--- config.mk ---
export PLATFORM = sky130hd
export DESIGN_NAME = over_temp_fault_action
export DESIGN_NICKNAME = d
export VERILOG_FILES = /design/src/common/ot_fault_pkg.sv /design/src/common/delay_if.sv /design/src/delay_timer.sv /design/src/over_temp_fault_action.sv
export SDC_FILE = /design/constraint.sdc
export NUM_CORES = 1
export LEC_CHECK = 0
export ABC_CLOCK_PERIOD_IN_PS = 5350
export BUFFER_PORTS_ARGS = -buffer_cell sky130_fd_sc_hd__buf_2
export CAP_MARGIN = 15
export CORE_MARGIN = 4
export CORE_UTILIZATION = 60
export CTS_BUF_LIST = sky130_fd_sc_hd__clkbuf_8
export DETAILED_ROUTE_END_ITERATION = 10
export PLACE_DENSITY_LB_ADDON = 0.1
export RECOVER_POWER = 25
export SYNTH_ARGS = -nofsm -noshare
export SYNTH_HDL_FRONTEND = slang
export SYNTH_HIERARCHICAL = 1
export SYNTH_SLANG_ARGS = --single-unit
--- constraint.sdc ---
create_clock -name core_clk -period 5.35 [get_ports core_clk]
set_clock_uncertainty 0.2 [all_clocks]
set_input_delay 0.2675 -clock core_clk [delete_from_list [all_inputs] [get_ports core_clk]]
set_output_delay 0.2675 -clock core_clk [all_outputs]
set_load 0.01 [all_outputs]
--- src/common/ot_fault_pkg.sv ---
// ---------------------------------------------------------------------------
// Shared constants and types of the over-temperature fault response
// ---------------------------------------------------------------------------
package ot_fault_pkg;

   // Command code under which the fault action setting is reached.
   localparam logic [7:0] CMD_OT_FAULT_ACTION = 8'h50;
   // Value the fault action setting takes at reset.
   localparam logic [7:0] ACTION_RESET        = 8'h80;

   // Field positions inside the fault action setting.
   localparam int RESP_MSB  = 7;
   localparam int RESP_LSB  = 6;
   localparam int RETRY_MSB = 5;
   localparam int RETRY_LSB = 3;
   localparam int DELAY_MSB = 2;
   localparam int DELAY_LSB = 0;

   // Encodings of the response field.
   localparam logic [1:0] RESP_IGNORE        = 2'h0;
   localparam logic [1:0] RESP_DELAYED       = 2'h1;
   localparam logic [1:0] RESP_DISABLE_RETRY = 2'h2;
   localparam logic [1:0] RESP_LATCH         = 2'h3;

   // Encodings of the retry field.
   localparam logic [2:0] RETRY_NONE    = 3'h0;
   localparam logic [2:0] RETRY_ENDLESS = 3'h7;

   // Width of the delay counter; the longest delay is 128 units.
   localparam int         DELAY_CNT_W = 8;
   localparam logic [7:0] DELAY_ONE   = 8'h01;

   // States of the fault response sequencer.
   typedef enum logic [2:0]
   {
      ST_RUN,
      ST_GRACE,
      ST_WAIT,
      ST_TRY,
      ST_LATCHED
   } fsm_t;

endpackage

--- src/common/delay_if.sv ---
`timescale 1ns/10ps
// ---------------------------------------------------------------------------
// Link between the sequencer and its delay timer
// ---------------------------------------------------------------------------
interface delay_if;
   logic       start;    // Loads and starts the timer.
   logic [2:0] exp;      // Delay code, read while start is high.
   logic       expired;  // One-cycle pulse when the delay has run out.

   modport ctrl  (output start, output exp, input expired);
   modport timer (input start, input exp, output expired);
endinterface

--- src/delay_timer.sv ---
`timescale 1ns/10ps
// ---------------------------------------------------------------------------
// Power-of-two delay timer counted in external time units
// ---------------------------------------------------------------------------
module delay_timer
   import ot_fault_pkg::*;
(
   input  wire logic core_clk,
   input  wire logic rst,
   input  wire logic unit_tick,
   delay_if.timer    tmr
);

   // All timer state in one record.
   typedef struct packed
   {
      logic [DELAY_CNT_W-1:0] cnt;      // Units still to run.
      logic                   running;  // Timer is counting.
      logic                   expired;  // Expiry pulse.
   } tmr_state_t;

   tmr_state_t s_q;  // Registered state.
   tmr_state_t s_d;  // Next state.

   // Next-state logic: a start reloads 2**code units, which also restarts
   // a running delay; otherwise each unit tick counts a running delay one unit down.
   always_comb
   begin
      s_d         = s_q;
      s_d.expired = 1'b0;
      if (tmr.start)
      begin
         s_d.cnt     = DELAY_ONE << tmr.exp;
         s_d.running = 1'b1;
      end
      else if (s_q.running && unit_tick)
      begin
         // The last unit ends the delay with a single pulse.
         if (s_q.cnt == DELAY_ONE)
         begin
            s_d.running = 1'b0;
            s_d.expired = 1'b1;
         end
         s_d.cnt = s_q.cnt - DELAY_ONE;
      end
   end

   // State register.
   always_ff @(posedge core_clk or posedge rst)
   begin
      if (rst)
         s_q <= '0;
      else
         s_q <= s_d;
   end

   assign tmr.expired = s_q.expired;

   // -----------------------------------------------------------------------
   // Checks
   // -----------------------------------------------------------------------
   a_load_pow2: assert property (@(posedge core_clk) disable iff (rst)
      tmr.start |=> s_q.cnt == (DELAY_ONE << $past(tmr.exp)))
      else $error("Delay not loaded as a power of two.");

   a_expire_unit: assert property (@(posedge core_clk) disable iff (rst)
      s_q.expired |-> $past(unit_tick) && !$past(tmr.start))
      else $error("Delay expired without a time unit.");

endmodule

--- src/over_temp_fault_action.sv ---
`timescale 1ns/10ps
// ---------------------------------------------------------------------------
// Over-temperature fault response sequencer
// ---------------------------------------------------------------------------
module over_temp_fault_action
   import ot_fault_pkg::*;
(
   input  wire logic       core_clk,
   input  wire logic       rst,
   input  wire logic       over_temp_raw,
   input  wire logic       on_cmd_raw,
   input  wire logic       unit_tick,
   input  wire logic [7:0] cmd_code,
   input  wire logic       cmd_wr,
   input  wire logic [7:0] cmd_wdata,
   input  wire logic       cmd_rd,
   input  wire logic       clear_faults,
   input  wire logic       clear_fault_bit,
   output logic      [7:0] cmd_rdata,
   output logic            output_enable,
   output logic            fault_status,
   output logic            alert_line_n_out,
   output logic            alert_line_n_oe
);

   // -----------------------------------------------------------------------
   // State record
   // -----------------------------------------------------------------------
   typedef struct packed
   {
      logic       ot_meta;    // Fault input, first sync stage.
      logic       ot_s;       // Fault input, synchronised.
      logic       on_meta;    // On command, first sync stage.
      logic       on_s;       // On command, synchronised.
      logic [7:0] action;     // Fault action setting.
      logic [7:0] rdata;      // Read data.
      logic       status;     // Sticky fault status bit.
      logic       out_on;     // Output enable.
      logic [2:0] tries;      // Restart attempts still allowed.
      fsm_t       st;         // Sequencer state.
   } ctl_state_t;

   ctl_state_t s_q;  // Registered state.
   ctl_state_t s_d;  // Next state.

   delay_if    dly ();  // Link to the delay timer.

   logic [1:0] resp;       // Response field.
   logic [2:0] retry;      // Retry field.
   logic       fault;      // Fault present, synchronised.
   logic       on;         // Output commanded on, synchronised.
   logic       clear_req;  // Any software clear of the fault.

   assign resp      = s_q.action[RESP_MSB:RESP_LSB];
   assign retry     = s_q.action[RETRY_MSB:RETRY_LSB];
   assign fault     = s_q.ot_s;
   assign on        = s_q.on_s;
   assign clear_req = clear_faults | clear_fault_bit;
   assign dly.exp   = s_q.action[DELAY_MSB:DELAY_LSB];

   // -----------------------------------------------------------------------
   // Delay timer
   // -----------------------------------------------------------------------
   delay_timer u_timer
   (
      .core_clk  (core_clk),
      .rst       (rst),
      .unit_tick (unit_tick),
      .tmr       (dly)
   );

   // -----------------------------------------------------------------------
   // Next-state logic
   // -----------------------------------------------------------------------
   // Synchronises the pins, serves the setting, keeps the status bit and
   // steps the sequencer. A shutdown with no retries latches off; with
   // retries it waits one interval, then tries again.
   always_comb
   begin
      s_d         = s_q;
      dly.start   = 1'b0;
      s_d.ot_meta = over_temp_raw;
      s_d.ot_s    = s_q.ot_meta;
      s_d.on_meta = on_cmd_raw;
      s_d.on_s    = s_q.on_meta;

      // Setting write; unmapped codes are ignored.
      if (cmd_wr && cmd_code == CMD_OT_FAULT_ACTION)
         s_d.action = cmd_wdata;

      // Setting read; unmapped codes read as zero.
      if (cmd_rd && cmd_code == CMD_OT_FAULT_ACTION)
         s_d.rdata = s_q.action;
      else if (cmd_rd)
         s_d.rdata = 8'h00;

      // Status bit: a present fault wins over a clear in the same cycle.
      if (fault)
         s_d.status = 1'b1;
      else if (clear_req)
         s_d.status = 1'b0;

      if (!on)
      begin
         // Commanded off: output off, any retry or latch ends here.
         s_d.out_on = 1'b0;
         s_d.st     = ST_RUN;
      end
      else
      begin
         case (s_q.st)
            ST_RUN:
            begin
               s_d.out_on = 1'b1;
               if (fault)
               begin
                  case (resp)
                     RESP_IGNORE:
                        s_d.out_on = 1'b1;
                     RESP_DELAYED:
                     begin
                        dly.start = 1'b1;
                        s_d.st    = ST_GRACE;
                     end
                     RESP_DISABLE_RETRY:
                     begin
                        s_d.out_on = 1'b0;
                        if (retry == RETRY_NONE)
                           s_d.st = ST_LATCHED;
                        else
                        begin
                           dly.start = 1'b1;
                           s_d.tries = retry;
                           s_d.st    = ST_WAIT;
                        end
                     end
                     default:
                     begin
                        s_d.out_on = 1'b0;
                        s_d.st     = ST_LATCHED;
                     end
                  endcase
               end
            end
            ST_GRACE:
            begin
               // Output keeps running through the grace delay.
               s_d.out_on = 1'b1;
               if (dly.expired && fault)
               begin
                  s_d.out_on = 1'b0;
                  if (retry == RETRY_NONE)
                     s_d.st = ST_LATCHED;
                  else
                  begin
                     dly.start = 1'b1;
                     s_d.tries = retry;
                     s_d.st    = ST_WAIT;
                  end
               end
               else if (dly.expired)
                  s_d.st = ST_RUN;
            end
            ST_WAIT:
            begin
               s_d.out_on = 1'b0;
               if (dly.expired && s_q.tries == RETRY_NONE)
                  s_d.st = ST_LATCHED;
               else if (dly.expired)
               begin
                  // New attempt; the next one is spaced from its start.
                  s_d.out_on = 1'b1;
                  dly.start  = 1'b1;
                  if (s_q.tries != RETRY_ENDLESS)
                     s_d.tries = s_q.tries - 3'h1;
                  s_d.st = ST_TRY;
               end
            end
            ST_TRY:
            begin
               s_d.out_on = 1'b1;
               if (fault)
               begin
                  // Attempt failed: off for the rest of the interval.
                  s_d.out_on = 1'b0;
                  s_d.st     = ST_WAIT;
                  // An interval ending now starts the next one at once,
                  // so the wait state is never left without a timer.
                  if (dly.expired)
                     dly.start = 1'b1;
               end
               else if (dly.expired)
                  s_d.st = ST_RUN;
            end
            default:
            begin
               // Latched off; while commanded on, only a clear releases it.
               s_d.out_on = 1'b0;
               if (clear_req)
                  s_d.st = ST_RUN;
            end
         endcase
      end
   end

   // State register.
   always_ff @(posedge core_clk or posedge rst)
   begin
      if (rst)
      begin
         s_q        <= '0;
         s_q.action <= ACTION_RESET;
         s_q.st     <= ST_RUN;
      end
      else
         s_q <= s_d;
   end

   // -----------------------------------------------------------------------
   // Outputs
   // -----------------------------------------------------------------------
   assign cmd_rdata        = s_q.rdata;
   assign output_enable    = s_q.out_on;
   assign fault_status     = s_q.status;
   assign alert_line_n_out = 1'b0;
   assign alert_line_n_oe  = s_q.status;

   // -----------------------------------------------------------------------
   // Checks
   // -----------------------------------------------------------------------
   a_ignore_runs: assert property (@(posedge core_clk) disable iff (rst)
      s_q.st == ST_RUN && on && fault && resp == RESP_IGNORE
      |=> s_q.out_on && s_q.st == ST_RUN)
      else $error("Ignored fault interrupted the output.");

   a_grace_on: assert property (@(posedge core_clk) disable iff (rst)
      s_q.st == ST_GRACE |-> s_q.out_on)
      else $error("Output off during grace delay.");

   a_grace_end: assert property (@(posedge core_clk) disable iff (rst)
      s_q.st == ST_GRACE && dly.expired && fault && on
      |=> !s_q.out_on)
      else $error("Fault persisting after grace did not stop output.");

   a_disable_now: assert property (@(posedge core_clk) disable iff (rst)
      s_q.st == ST_RUN && on && fault && resp == RESP_DISABLE_RETRY
      |=> !s_q.out_on)
      else $error("Output not disabled at once.");

   a_latch_hold: assert property (@(posedge core_clk) disable iff (rst)
      s_q.st == ST_LATCHED && !clear_req && on
      |=> s_q.st == ST_LATCHED && !s_q.out_on)
      else $error("Latched shutdown released without a clear.");

   a_no_retry: assert property (@(posedge core_clk) disable iff (rst)
      s_q.st == ST_RUN && on && fault
      && resp == RESP_DISABLE_RETRY && retry == RETRY_NONE
      |=> s_q.st == ST_LATCHED)
      else $error("Retry code zero did not latch off.");

   a_tries_out: assert property (@(posedge core_clk) disable iff (rst)
      s_q.st == ST_WAIT && dly.expired && on && s_q.tries == RETRY_NONE
      |=> s_q.st == ST_LATCHED ##1 !s_q.out_on)
      else $error("Restart made after attempts ran out.");

   a_try_spacing: assert property (@(posedge core_clk) disable iff (rst)
      s_q.st == ST_WAIT && dly.expired && on && s_q.tries != RETRY_NONE
      |-> dly.start ##1 s_q.out_on)
      else $error("Attempt did not restart its interval.");

   a_endless: assert property (@(posedge core_clk) disable iff (rst)
      s_q.st == ST_WAIT && dly.expired && on
      && s_q.tries == RETRY_ENDLESS
      |=> s_q.st == ST_TRY && s_q.tries == RETRY_ENDLESS)
      else $error("Endless retry stopped counting wrong.");

   a_alert_low: assert property (@(posedge core_clk) disable iff (rst)
      fault |=> fault_status && alert_line_n_oe)
      else $error("Fault did not raise status and alert.");

endmodule

==> flow_summary_export.csv, run 1 <==
group,metric,value,unit
routing,via_per_inst,5.718,
power_and_ir_drop,p_int,0.0004991,W
logic_synthesis,syn-mean-instance-area,9.732,sq um
sta,period_share,60.84,%
power_and_ir_drop,power.density,284.0,nW/um^2
logic_synthesis,synth_compound_area_share,16.46,%
worst_setup_path,slowest_delay,830,ps
floorplan,die_h,67.87,um
worst_setup_path,worst_setup_path_start_kind,"register",
logic_synthesis,synth_adder_area_share,4.654,%
clock_network,cts_resized,0,
logic_synthesis,yosys.area.top_type,"dfrtp_1",
global_route,grt_overflow,0,
worst_setup_path,required,5380,ps
clock_network,cts_hold_buf,8,
sta,slew_violations,0,
finish,final_cells,305,
worst_setup_path,cp_cell_sequence,"inv_1, ha_1, nor2b_1, nand4b_1, a31oi_1, inv_1, or4_1, nand3_1",
sta,fin_setup_tns,0,ps
logic_synthesis,synth_edf_count,0,
floorplan,die_w,67.87,um
logic_synthesis,synthFlopType,"dfrtp_1",
power_and_ir_drop,pwr-share-comb,20.2,%
floorplan,core-area,3390,sq um
clock_network,htreeDepth,2,
run_status,status,"finished, final reports clean",
worst_setup_path,critPathArrivalTime,3280,ps
logic_synthesis,synth_top_family_by_area,"simple AND/OR/NAND/NOR gates",
placement,portBuffers,35,
routing,vias,1744,
logic_synthesis,ys_seq_area_share,44.27,%
power_and_ir_drop,p_sw,0.0002070,W
floorplan,dieArea,4606,sq um
min_path,holdCritPathClass,"primary input to register",
floorplan,io-pin-count,37,
worst_setup_path,slowest_stage,"a31oi_1",
global_route,grt_use_total,22.27,%
clock_network,numCtsBuffers,5,
clock_network,post-cts-setup-buffers,0,
routing,drt-total-wl,4393,um
power_and_ir_drop,clkPwrFrac,28.5,%
logic_synthesis,yosys.area_share.simple,19.72,%
clock_network,cts_tree,"built",
finish,num_antenna_cells,0,
power_and_ir_drop,swShare,29.32,%
logic_synthesis,yosysTopAreaCellShare,43.05,%
worst_setup_path,cp_max_fo,13,
logic_synthesis,synth_cell_types,51,
floorplan,start_util,63.46,%
sta,tightest_slew,974.0,ps
finish,post-route-util,73.35,%
global_route,grt_pass1_wl,7576,um
routing,drc,0,
clock_network,clock-sinks,38,
power_and_ir_drop,total_power,0.0007061,W
routing,drt_first_pass_iters,4,
clock_network,cts_root_buf,"clkbuf_8",
logic_synthesis,syn_area,2151,sq um
sta,hold_viol_final,0,
placement,hpwl,3061,um
run,cap_violations,0,
routing,wire_per_inst,14.40,um
worst_setup_path,endpoint_kind,"register",
global_route,grt_pass1_vias,1661,
floorplan,rows,21,
worst_setup_path,cp_common_cell,"inv_1",
power_and_ir_drop,ir_drop,0.2425,mV
power_and_ir_drop,power_leakage,1.132,nW
logic_synthesis,synth.area.top_cells,"dfrtp_1, mux2_4, ha_1, buf_4, inv_1",
clock_network,path_clk_slew,80,ps
sta,fmax,307.2,MHz
logic_synthesis,synth_seq_cells,38,
finish,drive_above_1_share,23.17,%
sta,finalCriticalPeriod,3255,ps
finish,finalNetCount,291,
worst_setup_path,critical_path.top_delay_family,"simple AND/OR/NAND/NOR gates",
routing,ant_nets,0,
logic_synthesis,syn_inst,221,
sta,rsz0062_at_grt,"no",
power_and_ir_drop,seq_power_share,51.3,%
routing,initialDrtViolationCount,139,
logic_synthesis,synthMuxAreaShare,5.585,%
global_route,grt_max_degree,29,
worst_setup_path,crit_type,"register to register",
clock_network,clk_latency,290,ps
sta,relSlewSlack,34.76,%
sta,setup_viol,0,
clock_network,clockBufferDepth,2,
logic_synthesis,synth_nets,254,
worst_setup_path,path_buf_inv,2,
finish,syn_to_final_growth,15.59,%
global_route,antenna_found_initial,0,
placement,gp_congestion,0.9009,
logic_synthesis,synthXorXnorAreaFrac,0.8144,%
logic_synthesis,ys_warn_count,6,
placement,dp_cells,288,
logic_synthesis,async_flop_share,100.0,%
==> power groups by stage <==
stage	clock [W]	sequential (W)	combinational [W]
global placement	0	0.000365	0.000131
global route	0.000218	0.000367	0.000166
finish	0.000202	0.000362	0.000143
floorplan	0	0.000356	0.000103
CTS	0.000208	0.000361	0.000138
detailed placement	0	0.000367	0.000132
==> final cells by class <==
cell class	count	area (sq um)
multi-input cells	147	1020
flip-flops and latches	38	952.2
fillers	254	903.4
repair buffers	44	282.8
clock buffers	6	82.58
inverters	22	82.58
well taps	46	57.56
clock inverters	2	8.758
==> cell families (layout without fill, tap and decap cells) <==
family,Yosys count,in the layout
flip-flops,38,38
multiplexers,8,8
XOR/XNOR,2,2
buffers and inverters,36,74
other,1,1
adder cells (fa/ha/maj),8,8
AO/OA/AOI/OAI,56,56
AND/OR/NAND/NOR,72,72
==> cells in the mapped netlist, types with 2 or more instances <==
| cell type | n |
|---|---|
| buf_2 | 2 |
| nand4b_1 | 2 |
| o31ai_1 | 2 |
| buf_4 | 11 |
| or3_1 | 2 |
| a21oi_1 | 14 |
| dfrtp_1 | 37 |
| and2_1 | 3 |
| o211ai_1 | 6 |
| mux2_4 | 8 |
| nor2_1 | 13 |
| nand2b_1 | 5 |
| ha_1 | 8 |
| nand2_1 | 18 |
| or4_1 | 4 |
| o22ai_1 | 2 |
| a31oi_1 | 4 |
| nor2b_1 | 2 |
| o21ai_0 | 15 |
| o32ai_1 | 2 |
| nand4_1 | 3 |
| inv_1 | 22 |
| nor3b_1 | 3 |
| or4_4 | 2 |
| nand3_1 | 5 |
==> path summary, 6_finish.rpt <==
check | from | to | slack [ps] | cells after the start
min | cmd_wdata[4] | retry[1]$_DFFE_PP0P_ | 8 | 2
min in group asynchronous | rst | output_enable$_DFF_PP0_ | 300 | 3
max in group asynchronous | rst | resp[1]$_DFFE_PP1P_ | 4160 | 4
min reg2reg | s_d[26]$_DFF_PP0_ | fault$_DFF_PP0_ | 150 | 0
max | s_q[3]$_DFFE_PP0P_ | u_timer/s_q[5]$_DFFE_PP0P_ | 2090 | 8
max reg2reg | s_q[3]$_DFFE_PP0P_ | u_timer/s_q[5]$_DFFE_PP0P_ | 2090 | 8
==> per-layer routing <==
layer  track usage [%]  part of all wire (%)  wire length (um)
met5                 0                     0                 0
met4             7.692                   1.3                56
met3             4.926                   5.2               229
met2             36.21                    49              2149
met1             29.49                    45              1958
==> metrics by stage <==
stage / cell area (sq um) / setup slack (ps) / hold slack, ps
detailed placement: 2287 / 2192 / 73.87
finish: 2486 / 2095 / 7.667
CTS: 2459 / 2173 / 1.587
global route: 2486 / 1887 / 5.459
global placement: 2287 / 2245 / 71.19
floorplan: 2151 / 3015 / -92.32
==> sequential cells by signal (all words and copies together) (netlist names) <==
| signal | count |
|---|---|
| u_timer/s_q | 9 |
| cmd_rdata | 8 |
| s_q | 6 |
| dly.exp | 3 |
| retry | 3 |
| resp | 2 |
| s_d | 2 |
| alert_line_n_oe | 1 |
| fault | 1 |
| on | 1 |
| output_enable | 1 |
| u_timer/tmr.expired | 1 |
==> layout by cell type, fill, tap and decap left out, drive strengths merged, types with 2 or more instances in the layout <==
cell	n
dlygate4sd3	8
inv	23
nand3	5
buf	36
o22ai	2
a31oi	4
ha	8
or4	7
o21ai	15
nand2	19
nand4	3
o31ai	2
or3	3
nor3b	3
nor2	13
dfrtp	37
a21oi	14
mux2	8
and2	3
nor4	2
o31a	2
nand2b	5
clkbuf	6
o32ai	2
o211ai	6
nor2b	2
nand4b	2
Note: power is estimated with default switching activity, not from simulation.
==> inputs of run 2 (changes only) <==
--- a/config.mk
+++ b/config.mk
@@ -5,11 +5,11 @@
 export SDC_FILE = /design/constraint.sdc
 export NUM_CORES = 1
 export LEC_CHECK = 0
-export ABC_CLOCK_PERIOD_IN_PS = 5350
+export ABC_CLOCK_PERIOD_IN_PS = 3200
 export BUFFER_PORTS_ARGS = -buffer_cell sky130_fd_sc_hd__buf_2
 export CAP_MARGIN = 15
 export CORE_MARGIN = 4
-export CORE_UTILIZATION = 60
+export CORE_UTILIZATION = 58
 export CTS_BUF_LIST = sky130_fd_sc_hd__clkbuf_8
 export DETAILED_ROUTE_END_ITERATION = 10
 export PLACE_DENSITY_LB_ADDON = 0.1
==> constraint.sdc (replaced) <==
create_clock -name core_clk -period 3.2 [get_ports core_clk]
set_clock_uncertainty 0.2 [all_clocks]
set_input_delay 0.16 -clock core_clk [delete_from_list [all_inputs] [get_ports core_clk]]
set_output_delay 0.16 -clock core_clk [all_outputs]
set_load 0.01 [all_outputs]
==> run 2 against run 1 <==
Effect of this change: combinational power up 69%; via count grew 0.80%; wire length fell by 0.30%; highest routed layer unchanged.
==> flow_summary_export.csv, run 2 (synthesis gave the netlist of run 1 again) <==
group,metric,value,unit
finish,drive_above_1_share,22.76,%
routing,initialDrtViolationCount,132,
clock_network,clk_latency,280,ps
worst_setup_path,cp_cell_sequence,"inv_1, ha_1, nor2b_1, nand4b_1, a31oi_1, inv_1, or4_1, nand3_1",
routing,ant_nets,0,
finish,num_antenna_cells,0,
finish,fillers,262,
finish,syn_to_final_growth,18.44,%
finish,seqCellArea,952.2,sq um
floorplan,die_w,68.90,um
min_path,hold_path_startpoint,"clear_fault_bit",
routing,wl_met3,264,um
global_route,antenna_found_initial,0,
finish,finalNetCount,300,
power_and_ir_drop,total_power,0.001173,W
power_and_ir_drop,ir_drop,0.3524,mV
sta,period_share,78.22,%
floorplan,dieArea,4747,sq um
routing,vias,1758,
placement,portBuffers,35,
clock_network,post-cts-setup-buffers,0,
worst_setup_path,r2r-start,"s_q[3]$_DFFE_PP0P_",
sta,slew_violations,0,
clock_network,cts_resized,0,
power_and_ir_drop,power.density,460.3,nW/um^2
worst_setup_path,cp_max_fo,9,
routing,drt_first_pass_iters,4,
clock_network,clock-sinks,38,
floorplan,rows,21,
worst_setup_path,critPathArrivalTime,2530,ps
worst_setup_path,slowest_stage,"or4_1",
floorplan,io-pin-count,37,
finish,regMostFlops,"u_timer/s_q",
sta,relSlewSlack,10.99,%
global_route,grt_pass1_wl,7624,um
routing,wl_met1,1903,um
finish,final_cells,314,
global_route,grt_use_total,21.89,%
worst_setup_path,r2r_cells,8,
routing,via_per_inst,5.599,
placement,dp_cells,290,
power_and_ir_drop,power_leakage,1.162,nW
global_route,grt_pass1_vias,1713,
clock_network,htreeDepth,2,
global_route,grt_overflow,0,
min_path,holdCritPathClass,"primary input to register",
min_path,whs_endpoint,"s_q[1]$_DFFE_PP0P_",
clock_network,path_clk_slew,70,ps
run,cap_violations,0,
placement,placed_area,2302,sq um
worst_setup_path,cp_common_cell,"inv_1",
sta,finalCriticalPeriod,2503,ps
worst_setup_path,required,3220,ps
sta,fin_setup_tns,0,ps
sta,tightest_slew,1335,ps
sta,fmax,399.5,MHz
worst_setup_path,endpoint_kind,"register",
clock_network,cts_root_buf,"clkbuf_8",
floorplan,core-area,3468,sq um
min_path,whs_path_depth,4,
worst_setup_path,rrSetupSlack,700,ps
routing,wire_per_inst,13.95,um
clock_network,clockBufferDepth,2,
worst_setup_path,worst_setup_path_start_kind,"register",
finish,largest_reg_flops,9,
placement,gp_congestion,0.8465,
routing,top_layer_used,"met4",
routing,drc,0,
finish,layout_common_cells,"dfrtp_1, buf_2, inv_1",
worst_setup_path,crit_type,"register to register",
floorplan,die_h,68.90,um
clock_network,numCtsBuffers,5,
routing,wl_met2,2123,um
routing,drt-total-wl,4380,um
clock_network,cts_hold_buf,15,
clock_network,cts_tree,"built",
worst_setup_path,path_buf_inv,2,
floorplan,start_util,62.01,%
worst_setup_path,slowest_delay,540,ps
finish,multiInputGateArea,1020,sq um
placement,hpwl,3083,um
worst_setup_path,r2r_end,"u_timer/s_q[5]$_DFFE_PP0P_",
sta,setup_viol,0,
global_route,grt_max_degree,29,
finish,final_common_cell,"dfrtp_1",
sta,rsz0062_at_grt,"no",
run_status,status,"finished, final reports clean",
sta,hold_viol_final,0,
worst_setup_path,critical_path.top_delay_family,"simple AND/OR/NAND/NOR gates",
finish,final_area,2547,sq um
## run 2: changes by cell type in the layout (fill, tap and decap cells not counted), sizes merged
cell         delta
clkbuf          +1
buf             +1
dlygate4sd3     +7
## run 2: power breakdown
part	switching, W	total [W]	internal, W
Sequential	0.0000650	0.000604	0.000539
Clock	0.000156	0.000326	0.000170
Combinational	0.000114	0.000242	0.000128
Total	0.000335	0.00117	0.000838
## run 2: worst max-delay path by stage
stage	from	slack, ps	to	cells past startpoint
finish	s_q[3]$_DFFE_PP0P_	700	u_timer/s_q[5]$_DFFE_PP0P_	8
global route	s_q[3]$_DFFE_PP0P_	360	u_timer/s_q[5]$_DFFE_PP0P_	8
CTS	s_q[3]$_DFFE_PP0P_	680	u_timer/s_q[5]$_DFFE_PP0P_	8
detailed placement	s_q[3]$_DFFE_PP0P_	700	u_timer/s_q[5]$_DFFE_PP0P_	8
global placement	s_q[3]$_DFFE_PP0P_	730	u_timer/s_q[5]$_DFFE_PP0P_	8
floorplan	retry[2]$_DFFE_PP0P_	860	u_timer/s_q[5]$_DFFE_PP0P_	7
## run 2: per-stage QoR
step | util, % | hold WS [ps] | setup WS, ps
after floorplan | - | -199.8 | 865.0
after global placement | 66.38 | -39.30 | 729.7
after detailed placement | 66.38 | -31.88 | 701.0
after CTS | 73.34 | 26.35 | 679.3
after global routing | 73.45 | 87.87 | 361.1
final | 73.45 | 48.98 | 697.0
## run 2: cell type report
cell class / count / share of cell area (%)
Clock inverter: 2 / 0.3438
Inverter: 22 / 3.242
Timing Repair Buffer: 53 / 13.51
Multi-Input combinational cell: 147 / 40.03
Tap cell: 46 / 2.259
Clock buffer: 6 / 3.242
Sequential cell: 38 / 37.38
## run 2: worst min-delay path: cells and delay by family
kind	cells	cell delay, ps
AOI/OAI and AO/OA	1	140
and+or+nand+nor	2	110
buffers and inverters	1	70
## run 2: layer usage
layer / global-route usage [%] / vias to the layer above
met5: 0 / -
met4: 8.759 / 0
met3: 5.673 / 8
met2: 35.71 / 64
met1: 27.61 / 816
li1: - / 870
==> inputs of run 3 (changes only) <==
--- a/config.mk
+++ b/config.mk
@@ -5,7 +5,7 @@
 export SDC_FILE = /design/constraint.sdc
 export NUM_CORES = 1
 export LEC_CHECK = 0
-export ABC_CLOCK_PERIOD_IN_PS = 3200
+export ABC_CLOCK_PERIOD_IN_PS = 2500
 export BUFFER_PORTS_ARGS = -buffer_cell sky130_fd_sc_hd__buf_2
 export CAP_MARGIN = 15
 export CORE_MARGIN = 4
==> constraint.sdc (replaced) <==
create_clock -name core_clk -period 2.5 [get_ports core_clk]
set_clock_uncertainty 0.2 [all_clocks]
set_input_delay 0.125 -clock core_clk [delete_from_list [all_inputs] [get_ports core_clk]]
set_output_delay 0.125 -clock core_clk [all_outputs]
set_load 0.01 [all_outputs]
==> run 3 against run 2 <==
Effect of this change: clock power increased by 30%; sequential share of layout area decreased by 0.97 points; hold slack improved by 46 ps; via count increased by 1.3%; design area increased by 2.7%; first-iteration DRC count increased by 14%; largest cell class unchanged; largest power group unchanged.
==> flow_summary_export.csv, run 3 (synthesis gave the netlist of run 1 again) <==
group,metric,value,unit
floorplan,die_h,68.90,um
routing,wire_per_inst,14.09,um
global_route,grt_overflow,0,
sta,fmax,424.5,MHz
sta,fin_setup_tns,0,ps
clock_network,htreeDepth,2,
sta,finalCriticalPeriod,2355,ps
min_path,holdCritPathClass,"primary input to register",
sta,tightest_slew,1452,ps
global_route,grt_pass1_vias,1683,
worst_setup_path,r2r-start,"retry[0]$_DFFE_PP0P_",
sta,rsz0062_at_grt,"no",
finish,num_antenna_cells,0,
global_route,antenna_found_initial,0,
floorplan,rows,21,
routing,drt-total-wl,4538,um
worst_setup_path,critPathArrivalTime,2380,ps
clock_network,clock-sinks,38,
sta,relSlewSlack,3.219,%
floorplan,die_w,68.90,um
power_and_ir_drop,power_leakage,1.198,nW
placement,gp_congestion,0.8676,
finish,drive_above_1_share,25.00,%
worst_setup_path,worst_setup_path_start_kind,"register",
placement,place_ws,133.0,ps
clock_network,cts_root_buf,"clkbuf_8",
sta,hold_viol_final,0,
routing,ant_nets,0,
finish,syn_to_final_growth,21.58,%
clock_network,clk_latency,290,ps
global_route,grt_use_total,22.06,%
finish,layout_common_cells,"dfrtp_1, buf_2, inv_1",
sta,period_share,94.22,%
min_path,hold_path_startpoint,"cmd_wr",
finish,regMostFlops,"u_timer/s_q",
global_route,grt_pass1_wl,7610,um
routing,via_per_inst,5.528,
floorplan,start_util,62.01,%
sta,slew_violations,0,
routing,vias,1780,
clock_network,clockBufferDepth,2,
sta,setup_ws,144.5,ps
placement,hpwl,3174,um
worst_setup_path,crit_type,"register to register",
finish,finalNetCount,308,
sta,setup_viol,0,
floorplan,io-pin-count,37,
clock_network,numCtsBuffers,5,
worst_setup_path,crit_start,"retry[0]$_DFFE_PP0P_",
floorplan,core-area,3468,sq um
power_and_ir_drop,power.density,577.0,nW/um^2
finish,final_common_cell,"dfrtp_1",
run_status,status,"finished, final reports clean",
run,cap_violations,0,
routing,drc,0,
placement,dp_cells,298,
finish,largest_reg_flops,9,
clock_network,path_clk_slew,70,ps
worst_setup_path,cp_max_fo,12,
worst_setup_path,required,2530,ps
power_and_ir_drop,ir_drop,0.4452,mV
global_route,grt_max_degree,29,
placement,portBuffers,35,
finish,fillers,259,
worst_setup_path,endpoint_kind,"register",
routing,drt_first_pass_iters,4,
clock_network,cts_tree,"built",
floorplan,dieArea,4747,sq um
routing,initialDrtViolationCount,151,
finish,final_cells,322,
[run 3: worst max-delay path: stages (launching register included)]
cell and delay [ps]:
dfrtp_1 440, or3_4 370, a21oi_1 140, nand4b_1 130, a31oi_1 130, buf_4 190, or4_2 600, nand3_1 100
[run 3: metal layers]
metal	GRT usage, %	wire (um)	share of wire, %
met5	0	0	0
met4	10.95	89	2.0
met3	4.538	226	5.0
met2	35.24	2229	49
met1	28.38	1992	44
[run 3: final timing paths]
check / cells past startpoint / slack [ps] / to
min in group asynchronous: 3 / 190 / u_timer/s_q[8]$_DFFE_PP0P_
max reg2reg: 7 / 140 / u_timer/s_q[5]$_DFFE_PP0P_
min reg2reg: 0 / 150 / fault$_DFF_PP0_
max in group asynchronous: 4 / 550 / resp[0]$_DFFE_PP0P_
min: 3 / 100 / retry[1]$_DFFE_PP0P_
max: 7 / 140 / u_timer/s_q[5]$_DFFE_PP0P_
[run 3: where the power goes]
part           internal [W]  switching, W  total (W)
Combinational      0.000171      0.000145   0.000315
Sequential         0.000690     0.0000805   0.000770
Clock              0.000218      0.000205   0.000423
Total               0.00108      0.000430    0.00151
[run 3: stage by stage]
step           util [%]  cell area [sq um]  hold slack [ps]  power (W)
6_report          75.40               2615            95.21   0.001509
4_1_cts           75.36               2614            87.47   0.001520
3_5_place_dp      68.11               2362           -63.46   0.001073
5_1_grt           75.40               2615            103.5   0.001605
2_1_floorplan         -               2151           -234.8  0.0009811
3_3_place_gp      68.11               2362           -66.84   0.001069
[run 3: final cells by class]
| class | count | area [sq um] | share of cell area (%) |
|---|---|---|---|
| clock buffers | 6 | 82.58 | 3.158 |
| clock inverters | 2 | 8.758 | 0.3349 |
| multi-input cells | 147 | 1025 | 39.19 |
| well taps | 46 | 57.56 | 2.201 |
| repair buffers | 61 | 406.6 | 15.55 |
| flip-flops and latches | 38 | 952.2 | 36.41 |
| inverters | 22 | 82.58 | 3.158 |
[run 3: repair_timing]
| item | CTS | global route |
|---|---|---|
| setup buffers | 0 | 0 |
| hold buffers | 16 | 0 |
| setup endpoints to repair | 0 | 1 |
| hold endpoints to repair | 60 | 0 |
| resized for setup | 0 | 1 |
